--- src/hdl/ddrrt_consts.svh ---
/*
 * constants of the ddr3 command timing block: field positions, reset
 * values, encodings and timing figures as macros.
 * assumes it is included by bare name from the package and the modules.
 */
// Functional notes
// - time limits become clock counts by dividing by average period, rounding up.
// - auto precharge waits internally until activate-to-precharge minimum has elapsed.
// - eight-beat or on-the-fly chop: recovery starts four clocks after write latency.
// - chop fixed by mode register: recovery starts two clocks after write latency.
`ifndef DDRRT_CONSTS_SVH
`define DDRRT_CONSTS_SVH

// ----------------------------------------------------------------
// geometry
// ----------------------------------------------------------------
`define DDRRT_NUM_BANKS        8
`define DDRRT_BA_W             3
`define DDRRT_ADDR_W           13

// ----------------------------------------------------------------
// mode register field positions
// ----------------------------------------------------------------
`define DDRRT_MR0_SEL          3'h0
`define DDRRT_MR1_SEL          3'h1
`define DDRRT_MR2_SEL          3'h2
`define DDRRT_MR0_BL_LO        0
`define DDRRT_MR0_WR_LO        9
`define DDRRT_MR1_DLL_OFF_BIT  0
`define DDRRT_MR2_CWL_LO       3
`define DDRRT_AP_BIT           10

// ----------------------------------------------------------------
// reset values
// ----------------------------------------------------------------
`define DDRRT_RST_WRITE_LAT    5'h05
`define DDRRT_RST_WR_RECOV     5'h05

// ----------------------------------------------------------------
// timing
// ----------------------------------------------------------------
`define DDRRT_CLK_PERIOD_NS    25
`define DDRRT_CWL_BASE         5'h05
`define DDRRT_WR_START_LONG    5'h04
`define DDRRT_WR_START_SHORT   5'h02
`define DDRRT_DLLOFF_WR_MIN_CK 5'h04
`define DDRRT_DLLOFF_WR_MIN_NS 15

`endif

--- src/hdl/ddrrt_pkg.sv ---
/*
 * types of the ddr3 command timing block: commands, burst modes,
 * bank states, pin and status carriers, and the decoders.
 * assumes ddrrt_consts.svh is on the include path.
 */
`include "ddrrt_consts.svh"

package ddrrt_pkg;

    // command encoding of {ras_n, cas_n, we_n} with chip select low
    typedef enum logic [2:0] {
        CMD_MODE_SET = 3'h0,
        CMD_REF      = 3'h1,
        CMD_PRE      = 3'h2,
        CMD_ACT      = 3'h3,
        CMD_WR       = 3'h4,
        CMD_RD       = 3'h5,
        CMD_ZQ       = 3'h6,
        CMD_NOP      = 3'h7
    } ddrrt_cmd_type;

    typedef enum logic [1:0] {
        BURST_EIGHT_FIXED = 2'h0,
        BURST_ON_THE_FLY  = 2'h1,
        BURST_CHOP_FIXED  = 2'h2,
        BURST_RESERVED    = 2'h3
    } ddrrt_burst_mode_type;

    // gray steps along idle, active, write wait, write recovery, ap pending
    typedef enum logic [2:0] {
        ST_IDLE     = 3'h0,
        ST_ACTIVE   = 3'h1,
        ST_WR_WAIT  = 3'h3,
        ST_WR_RECOV = 3'h2,
        ST_AP_PEND  = 3'h6
    } ddrrt_bank_state_type;

    typedef struct packed {
        logic                       cs_n;
        logic                       ras_n;
        logic                       cas_n;
        logic                       we_n;
        logic                       cke;
        logic [`DDRRT_BA_W-1:0]     ba;
        logic [`DDRRT_ADDR_W-1:0]   addr;
    } ddrrt_pins_type;

    typedef struct packed {
        logic open;
        logic ras_met;
        logic wr_busy;
        logic ap_pending;
    } ddrrt_bank_stat_type;

    // deselect and clock enable low both read as no operation
    function automatic ddrrt_cmd_type ddrrt_decode(input ddrrt_pins_type p);
        if (p.cs_n || !p.cke)
            return CMD_NOP;
        return ddrrt_cmd_type'({p.ras_n, p.cas_n, p.we_n});
    endfunction

    // write recovery field of mode register 0 to clock count
    function automatic logic [4:0] ddrrt_recov_decode(input logic [2:0] code);
        case (code)
            3'h1:    return 5'h05;
            3'h2:    return 5'h06;
            3'h3:    return 5'h07;
            3'h4:    return 5'h08;
            3'h5:    return 5'h0a;
            3'h6:    return 5'h0c;
            3'h7:    return 5'h0e;
            default: return 5'h10;
        endcase
    endfunction

endpackage

--- src/hdl/ddrrt_bank.sv ---
/*
 * one bank tracker: activate-to-precharge timer, write recovery
 * start and length, internally generated auto precharge.
 * assumes command strobes arrive only together with ck_tick_i.
 */
`timescale 1ns/100ps
`default_nettype none

`include "ddrrt_consts.svh"

module ddrrt_bank #(
    parameter logic [7:0] RAS_LIMIT = 8'h02
) (
    input  wire logic                          clk_i,
    input  wire logic                          srst_i,
    input  wire logic                          ck_tick_i,
    input  wire logic                          act_i,
    input  wire logic                          pre_i,
    input  wire logic                          wr_i,
    input  wire logic                          rd_i,
    input  wire logic                          auto_pre_i,
    input  wire logic                          chop_fixed_i,
    input  wire logic [4:0]                    write_latency_i,
    input  wire logic [4:0]                    write_recovery_i,
    output logic                               ap_precharge_o,
    output ddrrt_pkg::ddrrt_bank_stat_type     stat_o
);
    import ddrrt_pkg::*;

    ddrrt_bank_state_type state;
    logic [4:0]           cnt;
    logic                 ap_flag;
    logic [7:0]           ras_cnt;
    logic                 ras_met;

    // ----------------------------------------------------------------
    // activate-to-precharge timer
    // ----------------------------------------------------------------
    // counts system clocks, so the limit is the rounded-up time figure
    always_ff @(posedge clk_i) begin
        if (srst_i)
            ras_cnt <= 8'h00;
        else if (act_i && state == ST_IDLE) // activate to an open bank is refused, keep its row time
            ras_cnt <= 8'h01;
        else if (ras_cnt != RAS_LIMIT)
            ras_cnt <= ras_cnt + 8'h01;
    end
    assign ras_met = (ras_cnt == RAS_LIMIT);

    // ----------------------------------------------------------------
    // bank sequence, advanced on link clock rising edges
    // ----------------------------------------------------------------
    always_ff @(posedge clk_i) begin
        if (srst_i) begin
            state   <= ST_IDLE;
            cnt     <= 5'h00;
            ap_flag <= 1'b0;
        end else if (ck_tick_i) begin
            case (state)
                ST_IDLE: begin
                    if (act_i)
                        state <= ST_ACTIVE;
                end
                ST_ACTIVE: begin
                    if (wr_i) begin
                        state   <= ST_WR_WAIT;
                        cnt     <= write_latency_i + (chop_fixed_i ? `DDRRT_WR_START_SHORT
                                                                   : `DDRRT_WR_START_LONG);
                        ap_flag <= auto_pre_i;
                    end else if (rd_i && auto_pre_i) begin
                        state <= ST_AP_PEND;
                    end else if (pre_i) begin
                        state <= ST_IDLE;
                    end
                end
                ST_WR_WAIT: begin
                    if (cnt == 5'h01) begin
                        state <= ST_WR_RECOV;
                        cnt   <= write_recovery_i;
                    end else begin
                        cnt <= cnt - 5'h01;
                    end
                end
                ST_WR_RECOV: begin
                    if (cnt == 5'h01)
                        state <= ap_flag ? ST_AP_PEND : ST_ACTIVE;
                    else
                        cnt <= cnt - 5'h01;
                end
                ST_AP_PEND: begin
                    // precharge is held off until the row has been open long enough
                    if (ras_met)
                        state <= ST_IDLE;
                end
                default: state <= ST_IDLE;
            endcase
        end
    end

    // ----------------------------------------------------------------
    // registered outputs
    // ----------------------------------------------------------------
    always_ff @(posedge clk_i) begin
        if (srst_i) begin
            ap_precharge_o <= 1'b0;
            stat_o         <= '0;
        end else begin
            ap_precharge_o    <= ck_tick_i && state == ST_AP_PEND && ras_met;
            stat_o.open       <= state != ST_IDLE;
            stat_o.ras_met    <= ras_met;
            stat_o.wr_busy    <= state == ST_WR_WAIT || state == ST_WR_RECOV;
            stat_o.ap_pending <= state == ST_AP_PEND;
        end
    end

    // ----------------------------------------------------------------
    // checks
    // ----------------------------------------------------------------
    logic [5:0] wr_ticks;
    logic [4:0] start_lat;
    logic [4:0] rec_ticks;
    logic [4:0] recov_lat;

    // helper counters of link edges since the write and within recovery
    always_ff @(posedge clk_i) begin
        if (srst_i) begin
            wr_ticks  <= 6'h00;
            start_lat <= 5'h00;
            rec_ticks <= 5'h00;
            recov_lat <= 5'h00;
        end else if (ck_tick_i) begin
            if (state == ST_ACTIVE && wr_i) begin
                wr_ticks  <= 6'h01;
                start_lat <= write_latency_i + (chop_fixed_i ? 5'h02 : 5'h04);
            end else if (wr_ticks != 6'h3f) begin
                wr_ticks <= wr_ticks + 6'h01;
            end
            if (state == ST_WR_WAIT && cnt == 5'h01) begin
                rec_ticks <= 5'h01;
                recov_lat <= write_recovery_i;
            end else begin
                rec_ticks <= rec_ticks + 5'h01;
            end
        end
    end

    ap_hold_a: assert property (@(posedge clk_i) disable iff (srst_i)
        $rose(ap_precharge_o) |-> ras_cnt == RAS_LIMIT && !$past(act_i))
        else $error("auto precharge before activate-to-precharge minimum");

    ap_release_a: assert property (@(posedge clk_i) disable iff (srst_i)
        (ck_tick_i && state == ST_AP_PEND && ras_met) |=> ap_precharge_o ##1 !ap_precharge_o)
        else $error("auto precharge not issued once the row time was met");

    wr_start_a: assert property (@(posedge clk_i) disable iff (srst_i)
        (state == ST_WR_RECOV && $past(state) == ST_WR_WAIT) |-> {1'b0, start_lat} == wr_ticks - 6'h01)
        else $error("write recovery started at the wrong edge");

    rec_length_a: assert property (@(posedge clk_i) disable iff (srst_i)
        (state != ST_WR_RECOV && $past(state) == ST_WR_RECOV) |-> rec_ticks - 5'h01 == recov_lat)
        else $error("write recovery length differs from programmed count");

    wr_path_c: cover property (@(posedge clk_i) disable iff (srst_i)
        state == ST_WR_RECOV ##1 state == ST_AP_PEND);
    rd_ap_c: cover property (@(posedge clk_i) disable iff (srst_i)
        state == ST_AP_PEND && !ras_met ##[1:20] ap_precharge_o);

endmodule

`default_nettype wire

--- src/hdl/ddrrt_top.sv ---
/*
 * ddr3 command timing inside the memory device: samples the command
 * clock and command pins, keeps the mode registers that steer write
 * latency, burst chop, write recovery and the locked-loop-off mode,
 * and runs one bank tracker per bank.
 * assumes the command clock is far slower than clk_i (at most a third)
 * and that command pins are steady for three clk_i cycles around each
 * rising command clock edge.
 */
`timescale 1ns/100ps
`default_nettype none

`include "ddrrt_consts.svh"

module ddrrt_top #(
    parameter int RAS_MIN_NS = 35
) (
    input  wire logic                                             clk_i,
    input  wire logic                                             srst_i,
    input  wire logic                                             ck_i,
    input  wire ddrrt_pkg::ddrrt_pins_type                        pins_i,
    output ddrrt_pkg::ddrrt_bank_stat_type [`DDRRT_NUM_BANKS-1:0] bank_stat_o,
    output logic [`DDRRT_NUM_BANKS-1:0]                           ap_precharge_o,
    output logic [4:0]                                            write_latency_o,
    output logic [4:0]                                            write_recovery_o,
    output ddrrt_pkg::ddrrt_burst_mode_type                       burst_mode_o,
    output logic                                                  dll_off_o,
    output logic                                                  read_dll_off_o
);
    import ddrrt_pkg::*;

    // ----------------------------------------------------------------
    // time to clock conversion
    // ----------------------------------------------------------------
    // a least time rounds up, and never below one cycle
    localparam int RAS_CEIL = (RAS_MIN_NS + `DDRRT_CLK_PERIOD_NS - 1) / `DDRRT_CLK_PERIOD_NS;
    localparam int RAS_MIN_CLK = (RAS_CEIL < 1) ? 1 : RAS_CEIL;
    localparam logic [7:0] RAS_LIMIT = RAS_MIN_CLK[7:0];
    // 15ns is under one command clock whenever clk_i can sample that clock,
    // so the four-cycle floor is the one that ever binds in this mode
    localparam int DLLOFF_WR_NS = `DDRRT_DLLOFF_WR_MIN_NS;

    // ----------------------------------------------------------------
    // pin synchronisers
    // ----------------------------------------------------------------
    logic           ck_meta;
    logic           ck_sync;
    logic           ck_prev;
    ddrrt_pins_type pins_meta;
    ddrrt_pins_type pins_sync;

    // two flops on every pin, only the second read by logic; ck_i has a third flop for edge detection
    always_ff @(posedge clk_i) begin
        if (srst_i) begin
            ck_meta   <= 1'b0;
            ck_sync   <= 1'b0;
            ck_prev   <= 1'b0;
            pins_meta <= '1;
            pins_sync <= '1;
        end else begin
            ck_meta   <= ck_i;
            ck_sync   <= ck_meta;
            ck_prev   <= ck_sync;
            pins_meta <= pins_i;
            pins_sync <= pins_meta;
        end
    end

    // ----------------------------------------------------------------
    // command capture on the rising command clock edge
    // ----------------------------------------------------------------
    logic           ck_tick;
    ddrrt_pins_type pins_cap;
    ddrrt_cmd_type  cmd;

    always_ff @(posedge clk_i) begin
        if (srst_i) begin
            ck_tick  <= 1'b0;
            pins_cap <= '1;
        end else begin
            ck_tick <= ck_sync && !ck_prev;
            if (ck_sync && !ck_prev)
                pins_cap <= pins_sync;
        end
    end

    assign cmd = ddrrt_decode(pins_cap);

    // ----------------------------------------------------------------
    // mode registers
    // ----------------------------------------------------------------
    logic       mode_set_hit;
    logic [4:0] recov_prog;
    logic [4:0] next_recov_eff;

    assign mode_set_hit = ck_tick && cmd == CMD_MODE_SET;

    // write latency and write recovery are kept as clock counts
    always_ff @(posedge clk_i) begin
        if (srst_i) begin
            write_latency_o <= `DDRRT_RST_WRITE_LAT;
            recov_prog      <= `DDRRT_RST_WR_RECOV;
            burst_mode_o    <= BURST_EIGHT_FIXED;
            dll_off_o       <= 1'b0;
        end else if (mode_set_hit) begin
            case (pins_cap.ba)
                `DDRRT_MR0_SEL: begin
                    burst_mode_o <= ddrrt_burst_mode_type'(pins_cap.addr[`DDRRT_MR0_BL_LO +: 2]);
                    recov_prog   <= ddrrt_recov_decode(pins_cap.addr[`DDRRT_MR0_WR_LO +: 3]);
                end
                `DDRRT_MR1_SEL: begin
                    dll_off_o <= pins_cap.addr[`DDRRT_MR1_DLL_OFF_BIT];
                end
                `DDRRT_MR2_SEL: begin
                    write_latency_o <= `DDRRT_CWL_BASE + {2'b00, pins_cap.addr[`DDRRT_MR2_CWL_LO +: 3]};
                end
                default: begin
                end
            endcase
        end
    end

    // recovery in locked-loop-off mode is never shorter than four clocks
    always_comb begin
        next_recov_eff = recov_prog;
        if (dll_off_o && recov_prog < `DDRRT_DLLOFF_WR_MIN_CK)
            next_recov_eff = `DDRRT_DLLOFF_WR_MIN_CK;
    end

    always_ff @(posedge clk_i) begin
        if (srst_i)
            write_recovery_o <= `DDRRT_RST_WR_RECOV;
        else
            write_recovery_o <= next_recov_eff;
    end

    // ----------------------------------------------------------------
    // reads with the locked loop off
    // ----------------------------------------------------------------
    // the device cannot time a read without the loop; flag it for the system
    always_ff @(posedge clk_i) begin
        if (srst_i)
            read_dll_off_o <= 1'b0;
        else
            read_dll_off_o <= ck_tick && cmd == CMD_RD && dll_off_o;
    end

    // ----------------------------------------------------------------
    // bank trackers
    // ----------------------------------------------------------------
    localparam int BA_W = `DDRRT_BA_W;

    logic chop_fixed;
    assign chop_fixed = burst_mode_o == BURST_CHOP_FIXED;

    for (genvar g = 0; g < `DDRRT_NUM_BANKS; g++) begin : g_bank
        logic sel;
        assign sel = pins_cap.ba == BA_W'(g);

        ddrrt_bank #(
            .RAS_LIMIT        (RAS_LIMIT)
        ) u_bank (
            .clk_i            (clk_i),
            .srst_i           (srst_i),
            .ck_tick_i        (ck_tick),
            .act_i            (ck_tick && cmd == CMD_ACT && sel),
            .pre_i            (ck_tick && cmd == CMD_PRE && (sel || pins_cap.addr[`DDRRT_AP_BIT])),
            .wr_i             (ck_tick && cmd == CMD_WR && sel),
            .rd_i             (ck_tick && cmd == CMD_RD && sel),
            .auto_pre_i       (pins_cap.addr[`DDRRT_AP_BIT]),
            .chop_fixed_i     (chop_fixed),
            .write_latency_i  (write_latency_o),
            .write_recovery_i (write_recovery_o),
            .ap_precharge_o   (ap_precharge_o[g]),
            .stat_o           (bank_stat_o[g])
        );
    end

    // ----------------------------------------------------------------
    // checks
    // ----------------------------------------------------------------
    tick_spacing_a: assert property (@(posedge clk_i) disable iff (srst_i)
        ck_tick |=> !ck_tick)
        else $error("two command clock edges in adjacent cycles");

    ras_round_a: assert property (@(posedge clk_i) disable iff (srst_i)
        ck_tick |-> RAS_MIN_CLK * `DDRRT_CLK_PERIOD_NS >= RAS_MIN_NS
                 && (RAS_MIN_CLK - 1) * `DDRRT_CLK_PERIOD_NS < RAS_MIN_NS + `DDRRT_CLK_PERIOD_NS)
        else $error("row time count not rounded up");

    dlloff_wr_a: assert property (@(posedge clk_i) disable iff (srst_i)
        dll_off_o ##1 dll_off_o |-> write_recovery_o >= `DDRRT_DLLOFF_WR_MIN_CK
                               && write_recovery_o * `DDRRT_CLK_PERIOD_NS >= DLLOFF_WR_NS)
        else $error("write recovery below the locked-loop-off floor");

    mr2_wl_a: assert property (@(posedge clk_i) disable iff (srst_i)
        (mode_set_hit && pins_cap.ba == `DDRRT_MR2_SEL) |=>
            write_latency_o == `DDRRT_CWL_BASE + {2'b00, $past(pins_cap.addr[5:3])})
        else $error("write latency not taken from mode register 2");

    rd_flag_a: assert property (@(posedge clk_i) disable iff (srst_i)
        read_dll_off_o |-> $past(dll_off_o) && $past(cmd) == CMD_RD)
        else $error("read flag without a read in locked-loop-off mode");

    chop_mode_c: cover property (@(posedge clk_i) disable iff (srst_i)
        chop_fixed && ck_tick && cmd == CMD_WR);
    dll_read_c: cover property (@(posedge clk_i) disable iff (srst_i)
        read_dll_off_o);

endmodule

`default_nettype wire

--- config.mk ---
export PLATFORM = sky130hd
export DESIGN_NAME = ddrrt_top
export DESIGN_NICKNAME = d
export VERILOG_FILES = /design/src/hdl/ddrrt_pkg.sv /design/src/hdl/ddrrt_bank.sv /design/src/hdl/ddrrt_top.sv
export VERILOG_INCLUDE_DIRS = /design/src /design/src/hdl
export SDC_FILE = /design/constraint.sdc
export NUM_CORES = 1
export LEC_CHECK = 0
export BUFFER_PORTS_ARGS = -buffer_cell sky130_fd_sc_hd__buf_2
export CORE_ASPECT_RATIO = 1.75
export CORE_MARGIN = 2
export CORE_UTILIZATION = 56
export CTS_CLUSTER_DIAMETER = 30
export DETAILED_ROUTE_END_ITERATION = 6
export HOLD_SLACK_MARGIN = 0.15
export PLACE_DENSITY = 0.85
export RECOVER_POWER = 100
export SYNTH_ARGS = -nofsm -noshare
export SYNTH_HDL_FRONTEND = slang
export SYNTH_SLANG_ARGS = --single-unit
export TNS_END_PERCENT = 10
--- constraint.sdc ---
create_clock -name clk_i -period 5.92 [get_ports clk_i]
set_input_delay 0 -clock clk_i [delete_from_list [all_inputs] [get_ports clk_i]]
set_output_delay 0 -clock clk_i [all_outputs]
set_load 0.1 [all_outputs]
# Word level (Yosys, flattened, before mapping)
# Index checks and enable logic that the tools add are counted.
# word_totals
reg_bits	259
wordCells	549
# op_classes
addsub	18
magnitude_cmp	1
eq_ne	131
muxes	126
n_reduce_logical	161
# op_table
cell	n
$mux 3	67
$mux 5	24
$pmux 3 s5	8
$pmux 5 s3	8
$ne 2x1->1 const B	40
$logic_and 1x1->1	72
$eq 3x2->1 const B	22
$add 8x1->8 const B	8
$eq 8x2->1 const B	8
$ne 8x2->1 const B	8
$eq 3x3->1 const B	18
$reduce_and 6->1	8
$reduce_bool 3->1	16
$eq 5x1->1 const B	8
$sub 5x1->5 const B	8
$pmux 5 s7	1
$ne 4x1->1 const B	8
$reduce_and 4->1	8
$eq 3x1->1 const B	10
$logic_not 3->1	10
$reduce_and 3->1	8
$mux 1	18
$reduce_or 2->1	9
$logic_or 1x1->1	17
other kinds (8)	25

# Depth between registers and ports, before layout
# Gate-level depths: netlist of run 1.
# depth
word_depth	11
depth_mapped	9

# By module
# From an unflattened synthesis of run 1, not the netlist that was laid out.
# hier_totals
cells_unflattened	1513
area_unflattened_um2	13331.5
# by_module_without_submodules
mod	instances	cells_per_inst	area_each_um2	seq_area_each_um2
ddrrt_bank (g_bank[1].u_bank ...)	7	156	1345.0	440.4
ddrrt_top	1	259	2612.5	1401.3
ddrrt_bank (g_bank[0].u_bank)	1	162	1303.8	440.4

# Least setup slack after synthesis of run 1
# Ideal clock, no wire load.
# synth_timing
path_type	reg2reg
startpoint	register burst_mode_o[1]
endpoint	register g_bank[6].u_bank.cnt[3]
setup_time_ps	59
arrival_ps	2535
slack_ps	3327
path_stages_with_launch	10
synth_period_minus_slack_ps	2593
path_cell_list	dfxtp_1 nand2b_1 inv_1 ha_1 inv_1 fa_1 xnor2_1 nand2_1 o211ai_1 o211a_1
# synth_via
elab_chain_cells	5
# synth_rtl
element	line_no	text
start: declaration	ddrrt_top.sv:26	output ddrrt_pkg::ddrrt_burst_mode_type burst_mode_o,
start signal: assignment	ddrrt_top.sv:108	burst_mode_o <= ddrrt_burst_mode_type'(pins_cap.addr[`DDRRT_MR0_BL_LO +: 2]);
$eq 2x2->1	ddrrt_top.sv:154	assign chop_fixed = burst_mode_o == BURST_CHOP_FIXED;
$mux 3	--	
$add 5x5->5	--	
$mux 5	ddrrt_bank.sv:65	if (wr_i) begin
$pmux 5 s3	ddrrt_bank.sv:59	case (state)
end signal: assignment	ddrrt_bank.sv:67	cnt <= write_latency_i + (chop_fixed_i ? `DDRRT_WR_START_SHORT
end signal: assignment	ddrrt_bank.sv:79	cnt <= write_recovery_i;
end signal: assignment	ddrrt_bank.sv:81	cnt <= cnt - 5'h01;
end: declaration	ddrrt_bank.sv:31	logic [4:0] cnt;
# No other way between the ends. The select of a mux whose other input is x is not followed.
# A chain may end at the register's enable or synchronous reset.

# Worst setup path after layout of run 1
# layout_timing
startpoint	input srst_i
endpoint	register g_bank[1].u_bank.ras_cnt[5]
# layout_via
elab_chain_cells	1
# layout_rtl
element	line_no	text
start: declaration	ddrrt_top.sv:19	input wire logic srst_i,
$reduce_or 2->1 (no source line)	--	
end signal: assignment	ddrrt_bank.sv:46	ras_cnt <= ras_cnt + 8'h01;
end: declaration	ddrrt_bank.sv:33	logic [7:0] ras_cnt;
# No other way between the ends.

==> flow_summary_export.csv, run 1 <==
group,metric,value,unit
global_route,antenna_found_initial,0,
clock_network,clock_tree.root_cell,"clkbuf_16",
floorplanning,die_h,197.0,um
timing,fmax,242.7,MHz
synth,syn_area_per_cell,8.735,um^2
setup_path,critPathMaxFanout,68,
drt,vias,10300,
cells_and_area,instances_no_fill,1687,
clock_network,cts_buffer_depth,3,
global_route,grt_overflow,0,
cells_and_area,drive_gt1_frac,0.1143,
drt,route.detailed.drc,0,
cells_and_area,fin_nets,1467,
timing,rsz0062_at_grt,"no",
synth,synth-edff-count,0,
synth,syn_inst,1364,
place,port_buffers,71,
floorplanning,std_cell_rows,70,
pwr,p_total,4.419,mW
timing,setup-tns-final,0,ns
pwr,powerDensity,325.7,mW/mm^2
drt,firstDrtPassIters,7,
setup_path,crit_required,6.35,ns
setup_path,crit_chain,"dlygate4sd3_1 -> buf_4 -> inv_2 -> clkbuf_1 -> nand3_1 -> nor2b_1",
floorplanning,die_w,114.3,um
global_route,grt_max_degree,96,
synth,synth_fp_nets,1424,
floorplanning,io_pins,78,
min_path,holdPathEnd,"pins_meta[9]",
cells_and_area,mostFrequentLayoutCell,"dfxtp_1",
timing,hold_viol_final,0,
cells_and_area,nFillCells,1635,
min_path,whs_path_depth,3,
timing,fin_crit_sh,0.6960,
drt,avgViaCountPerCell,6.104,
synth,yosysSeqAreaShare,0.4133,
global_route,grt_pass1_vias,10080,
timing,setup_violations,0,
min_path,min_from,"pins_i[9]",
pwr,leakagePower,5.160,nW
place,place_hpwl,18730,um
setup_path,worstReg2RegStart,"ck_tick",
timing,fin_crit,4.120,ns
setup_path,cp-start-kind,"input pin",
synth,synth_area,0.01192,mm^2
setup_path,cp-end-kind,"register",
timing,slew_violations,204,
setup_path,rr_worst_depth,6,
cells_and_area,insertedDiodeCount,0,
clock_network,cts_tree,"built",
synth,synth_async_sr_flop_share,0,
place,gp_congestion,0.9021,
clock_network,clkLatencyLatePin,0.53,ns
setup_path,slowest_stage,"clkbuf_1",
place,placed_cells,1603,
clock_network,cts_buffers,36,
synth,ys_ff_latch,246,
pwr,irDropWorstVdd,252.0,uV
drt,antenna_left,0,
global_route,grt_usage,0.2587,
floorplanning,start_util,0.5692,
run_status,status,"finished, violations left",
setup_path,r2r_setup_slack,1.80,ns
job,maxCapViolCount,3,
timing,worst_pin_slew,3.932,ns
synth,synth_ff_type,"dfxtp_1",
setup_path,max_stage_delay,2.40,ns
cells_and_area,final_cell_mix,"dfxtp_1 (246), nor2_1 (141), nand2_1 (131)",
timing,relSlewSlack,-1.621,
drt,drtIter0Drc,891,
floorplanning,fp.coreArea,0.02093,mm^2
drt,wirelength,29300,um
synth,yosys_warnings,0,
min_path,hold_path.class,"input pin to register",
clock_network,htree_levels,2,
clock_network,cts_num_sinks,246,
cells_and_area,area_delta_synth_final,13.86,%
clock_network,path_clk_slew,0.06,ns
run_status,violations,"max-capacitance violations, max-slew violations",
setup_path,r2r_end,"g_bank[6].u_bank.ras_cnt[5]",
setup_path,arrival,4.55,ns
synth,yosysUniqueCellTypes,67,
floorplanning,die-area,0.02251,mm^2
setup_path,critical_path_class,"input pin to register",
drt,drt-wirelength-per-cell,17.37,um
clock_network,cts_resized,0,
global_route,grt_pass1_wl,47830,um
timing,fin_skew,0.02991,ns
## per-layer routing
metal / global-route usage / wire (um)
met4: 0.1667 / 1876
met1: 0.2822 / 11350
met2: 0.4575 / 14560
met5: 0 / 0
met3: 0.04182 / 1506
## flip-flops by register name (all words and copies together), names as in the netlist, 16 cells and up
register,count
g_bank.u_bank.state,24
pins_meta,16
g_bank.u_bank.stat_o,32
pins_sync,16
g_bank.u_bank.cnt,40
g_bank.u_bank.ras_cnt,64
pins_cap,16
## worst max path at each step
stage	startpoint	to
finish	srst_i	g_bank[1].u_bank.ras_cnt[5]
detailed placement	ck_tick	g_bank[6].u_bank.ras_cnt[5]
global route	srst_i	g_bank[7].u_bank.ras_cnt[2]
CTS	ck_tick	g_bank[6].u_bank.ras_cnt[5]
global placement	ck_tick	g_bank[6].u_bank.ras_cnt[3]
floorplan	burst_mode_o[1]	g_bank[6].u_bank.cnt[3]
## through the flow
| step | utilization | hold WS (ns) | cell area [um^2] | setup slack (ns) |
|---|---|---|---|---|
| floorplan | - | 0.1038 | 11920 | 3.327 |
| global placement | 0.5839 | 0.1822 | 12220 | 3.187 |
| detailed placement | 0.5839 | 0.1853 | 12220 | 3.160 |
| CTS | 0.6520 | 0.1766 | 13650 | 3.111 |
| global route | 0.6481 | 0.2035 | 13570 | 1.445 |
| finish | 0.6481 | 0.1904 | 13570 | 1.800 |
## cells by family (layout without fill, tap and decap cells)
logic type               after synthesis  in the layout  share of synthesized area
AO/OA/AOI/OAI                        243            243                     0.1372
buffers and inverters                134            205                    0.04830
other                                  1              1                  0.0003147
AND/OR/NAND/NOR                      573            573                     0.2601
multiplexers                          49             49                    0.04200
adder cells (fa/ha/maj)               36             36                    0.03843
XOR/XNOR                              82             82                    0.06027
flip-flops                           246            246                     0.4133
## critical path, delay by kind of cell
kind	cells	cell delay, ns
buffers and inverters	4	3.34
AND/OR/NAND/NOR	2	1.16
## power by group
part | switching, mW | leakage (nW) | internal [mW] | total [mW]
logic | 0.272 | 2.55 | 0.157 | 0.429
clock network | 0.877 | 0.610 | 1.29 | 2.16
registers | 0.0855 | 2.00 | 1.74 | 1.83
## area by class of cell
cell class                 count  area [um^2]  area share
timing repair buffer          94        494.2     0.03643
clock buffer                  41        982.2     0.07240
inverter                      45        168.9     0.01245
sequential                   246         4925      0.3630
clock inverter                25        264.0     0.01946
multi-input combinational    984         6417      0.4730
tap                          252        315.3     0.02324
## synthesized netlist by cell type (all sizes together) (5+ instances only)
master,count,share of area
dfxtp,246,0.41
nor2,141,0.044
nand2,131,0.041
a21oi,65,0.027
nand3,61,0.026
clkbuf,52,0.016
o21ai,50,0.021
xnor2,47,0.035
nor3,46,0.020
inv,45,0.014
mux2i,41,0.034
buf,37,0.018
ha,35,0.037
xor2,35,0.026
or2,32,0.017
a211oi,31,0.020
nor4b,27,0.030
and3,25,0.013
nand2b,24,0.013
nor3b,22,0.016
a31oi,17,0.0089
nor2b,11,0.0058
o211ai,11,0.0069
nand3b,10,0.0063
nand4,9,0.0047
o211a,9,0.0076
o221a,9,0.0085
o31ai,9,0.0057
a211o,8,0.0059
mux2,8,0.0076
or3,7,0.0037
or4b,7,0.0059
a31o,5,0.0037
and3b,5,0.0037
## timing repair
| item | 4_1_cts | 5_1_grt |
|---|---|---|
| buffers inserted | 0 | 0 |
| hold buffers | 18 | 0 |
| hold endpoints to repair | 52 | 0 |
Note: power is estimated with default switching activity, not from simulation.
==> run 2: changes to the inputs <==
Settings changed: CORE_UTILIZATION 56 to 55, PLACE_DENSITY 0.85 to 0.86.
Clock period 5.92 ns to 3.61 ns, I/O delays scaled along.
==> flow_summary_export.csv, run 2 (synthesized netlist as in run 1, its figures left out) <==
group,metric,value,unit
run_status,status,"finished, violations left",
run_status,violations,"max-capacitance violations, max-slew violations",
min_path,min_from,"pins_i[17]",
floorplanning,io_pins,78,
floorplanning,start_util,0.5565,
timing,relSlewSlack,-0.2862,
cells_and_area,final_cell_mix,"dfxtp_1 (246), nor2_1 (141), nand2_1 (131)",
timing,rsz0062_at_grt,"no",
global_route,grt_usage,0.2593,
setup_path,cp-end-kind,"register",
pwr,irDropWorstVdd,446.1,uV
pwr,powerDensity,503.5,mW/mm^2
floorplanning,std_cell_rows,71,
floorplanning,die_w,115.3,um
setup_path,crit_required,4.11,ns
clock_network,clock_tree.root_cell,"clkbuf_16",
setup_path,worstReg2RegStart,"pins_cap[14]",
timing,fin_skew,0.01642,ns
drt,vias,10280,
drt,route.detailed.drc,0,
place,gp_congestion,0.9219,
setup_path,critical_path_class,"input pin to register",
place,place_hpwl,19050,um
timing,fmax,345.9,MHz
place,placed_cells,1648,
drt,firstDrtPassIters,6,
setup_path,r2r_end,"g_bank[2].u_bank.cnt[0]",
cells_and_area,insertedDiodeCount,0,
global_route,grt_pass1_wl,48110,um
global_route,antenna_found_initial,0,
timing,setup-tns-final,0,ns
setup_path,critical-path-top-delay-family,"buffers and inverters",
drt,drtIter0Drc,943,
setup_path,cp-start-kind,"input pin",
pwr,p_total,6.868,mW
clock_network,clkLatencyLatePin,0.58,ns
global_route,grt_pass1_vias,10140,
floorplanning,fp.coreArea,0.02141,mm^2
timing,fin_crit,2.891,ns
setup_path,arrival,3.39,ns
global_route,grt_overflow,0,
drt,avgViaCountPerCell,5.914,
clock_network,cts_buffers,31,
setup_path,crit_buf_inv,4,
timing,slew_violations,150,
setup_path,r2r_setup_slack,0.73,ns
clock_network,path_clk_slew,0.07,ns
clock_network,cts_setup_buffers,0,
floorplanning,die-area,0.02290,mm^2
cells_and_area,instances_no_fill,1739,
timing,setup_violations,0,
setup_path,max_stage_delay,1.41,ns
clock_network,cts_buffer_depth,3,
min_path,holdPathEnd,"pins_meta[17]",
cells_and_area,area_delta_synth_final,14.48,%
drt,wirelength,29350,um
timing,hold_viol_final,0,
cells_and_area,regMostFlops,"g_bank.u_bank.ras_cnt",
drt,drt-wirelength-per-cell,16.87,um
job,maxCapViolCount,3,
cells_and_area,drive_gt1_frac,0.1106,
place,port_buffers,71,
clock_network,htree_levels,1,
clock_network,cts_num_sinks,246,
setup_path,critPathMaxFanout,56,
cells_and_area,largest_reg_flops,64,
global_route,grt_max_degree,92,
cells_and_area,largest_registers,"g_bank.u_bank.ras_cnt (64), g_bank.u_bank.cnt (40), g_bank.u_bank.stat_o (32)",
place,place_ws,1.196,ns
cells_and_area,mostFrequentLayoutCell,"dfxtp_1",
cells_and_area,fin_nets,1482,
floorplanning,die_h,198.7,um
cells_and_area,post-route-util,0.6371,
drt,antenna_left,0,
setup_path,crit_chain,"dlygate4sd3_1 -> buf_4 -> inv_2 -> clkbuf_1 -> nand3_1 -> nor2_1",
timing,worst_pin_slew,1.929,ns
pwr,leakagePower,5.175,nW
min_path,hold_path.class,"input pin to register",
timing,fin_crit_sh,0.8009,
setup_path,slowest_stage,"clkbuf_1",
min_path,whs_path_depth,3,
timing,layout_setup_ws,0.7186,ns
setup_path,rr_worst_depth,5,
clock_network,cts_tree,"built",
run 2: report_power, final:
group          switching [mW]  total (mW)  leakage, nW  internal [mW]
registers               0.140        2.99         2.00           2.85
clock network            1.38        3.17        0.532           1.79
logic                   0.437       0.703         2.65          0.265
run 2: worst max path at each step:
| stage | start | end | slack [ns] | depth (start not counted) |
|---|---|---|---|---|
| finish | srst_i | g_bank[7].u_bank.ras_cnt[6] | 0.72 | 6 |
| global route | srst_i | g_bank[7].u_bank.ras_cnt[3] | 0.46 | 6 |
| CTS | pins_cap[14] | g_bank[2].u_bank.cnt[3] | 1.15 | 5 |
| detailed placement | pins_cap[14] | g_bank[2].u_bank.cnt[3] | 1.20 | 5 |
| global placement | ck_tick | g_bank[6].u_bank.ras_cnt[3] | 1.26 | 7 |
| floorplan | burst_mode_o[1] | g_bank[6].u_bank.cnt[3] | 1.02 | 9 |
run 2: final cells by class:
type / count / area [um^2]
clock inverter: 23 / 284.0
inverter: 45 / 168.9
timing repair buffer: 114 / 690.7
fill: 1670 / 7769
multi-input combinational: 984 / 6396
clock buffer: 35 / 810.8
tap: 292 / 365.4
sequential: 246 / 4925
run 2: through the flow:
| step | hold slack, ns | cell area [um^2] |
|---|---|---|
| after CTS | 0.1607 | 13750 |
| after global routing | 0.1623 | 13640 |
| after global placement | 0.1815 | 12320 |
| after floorplan | 0.1038 | 11920 |
| after detailed placement | 0.1841 | 12320 |
| final | 0.1507 | 13640 |
run 2: routing by layer:
metal | wire (um) | vias up | global-route usage | share of wire
met3 | 1949 | 151 | 0.04266 | 0.066
li1 | - | 4900 | - | -
met1 | 10810 | 4810 | 0.2839 | 0.37
met2 | 14490 | 423 | 0.4453 | 0.49
met4 | 2094 | 0 | 0.1892 | 0.071
met5 | 0 | - | 0 | 0
run 2: repair_timing:
action                    in CTS  in global routing
gates resized for setup        0                  0
hold endpoints to repair      62                  0
hold buffers                  33                  0
run 2: worst min-delay path: stages:
cell	delay (ns)
dlygate4sd3_1	0.52
buf_2	0.10
or2_2	0.09
==> run 3: changes to the inputs <==
Clock period 3.61 ns to 2.4 ns, I/O delays scaled along.
==> flow_summary_export.csv, run 3 (synthesized netlist as in run 1, its figures left out) <==
group,metric,value,unit
timing,fmax,440.0,MHz
timing,layout_setup_ws,0.1274,ns
pwr,powerDensity,784.8,mW/mm^2
floorplanning,die-area,0.02290,mm^2
clock_network,clock_tree.root_cell,"clkbuf_16",
cells_and_area,drive_gt1_frac,0.1293,
setup_path,cp.depth,6,
setup_path,critPathMaxFanout,12,
cells_and_area,insertedDiodeCount,0,
drt,route.detailed.drc,0,
timing,worst_pin_slew,1.182,ns
min_path,hold_path.class,"input pin to register",
pwr,irDropWorstVdd,875.6,uV
setup_path,slowest_stage,"or4_1",
pwr,p_total,10.85,mW
setup_path,rr_worst_depth,6,
place,place_hpwl,19620,um
timing,fin_skew,0.01854,ns
setup_path,critical_path_class,"register to register",
pwr,leakagePower,5.270,nW
setup_path,critical-path-top-delay-family,"simple AND/OR/NAND/NOR gates",
cells_and_area,instances_no_fill,1754,
cells_and_area,largest_reg_flops,64,
place,gp_congestion,0.9582,
setup_path,crit_buf_inv,1,
floorplanning,fp.coreArea,0.02141,mm^2
global_route,grt_max_degree,90,
run_status,status,"complete, no violations",
drt,firstDrtPassIters,7,
clock_network,clkLatencyLatePin,0.53,ns
setup_path,crit_chain,"nor3_1 -> clkbuf_1 -> nand2_1 -> o211a_1 -> or4_1 -> a21oi_1",
cells_and_area,mostFrequentLayoutCell,"dfxtp_1",
drt,drtIter0Drc,757,
timing,fin_crit_sh,0.9469,
clock_network,cts_buffers,36,
clock_network,cts_tree,"built",
timing,hold_viol_final,0,
timing,slew_violations,0,
cells_and_area,fin_nets,1494,
place,placed_cells,1670,
timing,rsz0062_at_grt,"no",
drt,antenna_left,0,
global_route,grt_pass1_vias,10230,
floorplanning,die_w,115.3,um
setup_path,crit_required,2.86,ns
floorplanning,std_cell_rows,71,
floorplanning,start_util,0.5565,
setup_path,max_stage_delay,0.51,ns
setup_path,cp-start-kind,"register",
cells_and_area,area_delta_synth_final,16.02,%
setup_path,cp-end-kind,"register",
cells_and_area,regArea,0.004926,mm^2
job,maxCapViolCount,0,
timing,relSlewSlack,0.2156,
cells_and_area,final_cell_mix,"dfxtp_1 (245), nor2_1 (141), nand2_1 (131)",
timing,setup_violations,0,
cells_and_area,multi_input_area,0.006412,mm^2
cells_and_area,largest_registers,"g_bank.u_bank.ras_cnt (64), g_bank.u_bank.cnt (40), g_bank.u_bank.stat_o (32)",
clock_network,path_clk_slew,0.06,ns
timing,fin_crit,2.273,ns
setup_path,arrival,2.73,ns
global_route,antenna_found_initial,0,
drt,wirelength,29820,um
drt,vias,10440,
min_path,whs_path_depth,3,
floorplanning,io_pins,78,
global_route,grt_usage,0.2576,
global_route,grt_overflow,0,
clock_network,htree_levels,2,
clock_network,cts_buffer_depth,3,
place,place_ws,0.1924,ns
drt,avgViaCountPerCell,5.952,
drt,drt-wirelength-per-cell,17.00,um
global_route,grt_pass1_wl,47660,um
clock_network,cts_num_sinks,246,
cells_and_area,regMostFlops,"g_bank.u_bank.ras_cnt",
floorplanning,die_h,198.7,um
cells_and_area,nFillCells,1666,
place,port_buffers,71,
## run 3: layout make-up
| class | instances | area share |
|---|---|---|
| Multi-Input combinational cell | 984 | 0.4638 |
| Clock inverter | 25 | 0.02118 |
| Inverter | 45 | 0.01222 |
| Timing Repair Buffer | 121 | 0.05204 |
| Sequential cell | 246 | 0.3563 |
| Clock buffer | 41 | 0.06797 |
| Tap cell | 292 | 0.02643 |
## run 3: worst min-delay path, cell delays in order
cell	delay, ns
dlygate4sd3_1	0.51
buf_2	0.09
or2_2	0.09
## run 3: worst paths after layout
kind / end / startpoint / slack, ns
setup reg to reg: g_bank[0].u_bank.state[0] / pins_cap[15] / 0.13
setup / recovery: g_bank[0].u_bank.state[0] / pins_cap[15] / 0.13
hold / removal: pins_meta[16] / pins_i[16] / 0.19
hold reg to reg: pins_sync[14] / pins_meta[14] / 0.41
## run 3: repair_timing
action | in CTS | in global routing
hold endpoints to repair | 48 | 0
setup buffers | 0 | 0
endpoints found under the setup margin | 0 | 3
hold buffers | 18 | 0
resized for setup | 0 | 1
## run 3: metal layers
layer,track usage,up-vias,routed length (um)
met5,0,-,0
met4,0.1954,0,2291
li1,-,4924,-
met1,0.2693,4946,10990
met2,0.4540,413,14770
met3,0.04113,157,1777
## run 3: stage by stage
step,instance area (um^2),hold WS (ns),TNS (ns),utilization
floorplan,11920,0.1038,-0.2361,-
global placement,12510,0.1818,0,0.5845
detailed placement,12510,0.1846,0,0.5845
CTS,13930,0.1748,0,0.6505
global route,13820,0.1908,0,0.6457
finish,13820,0.1909,0,0.6457
## run 3: power breakdown
group | switching [mW] | internal (mW) | leakage, nW
Sequential | 0.201 | 4.29 | 2.00
Combinational | 0.660 | 0.388 | 2.68
Clock | 2.07 | 3.23 | 0.591
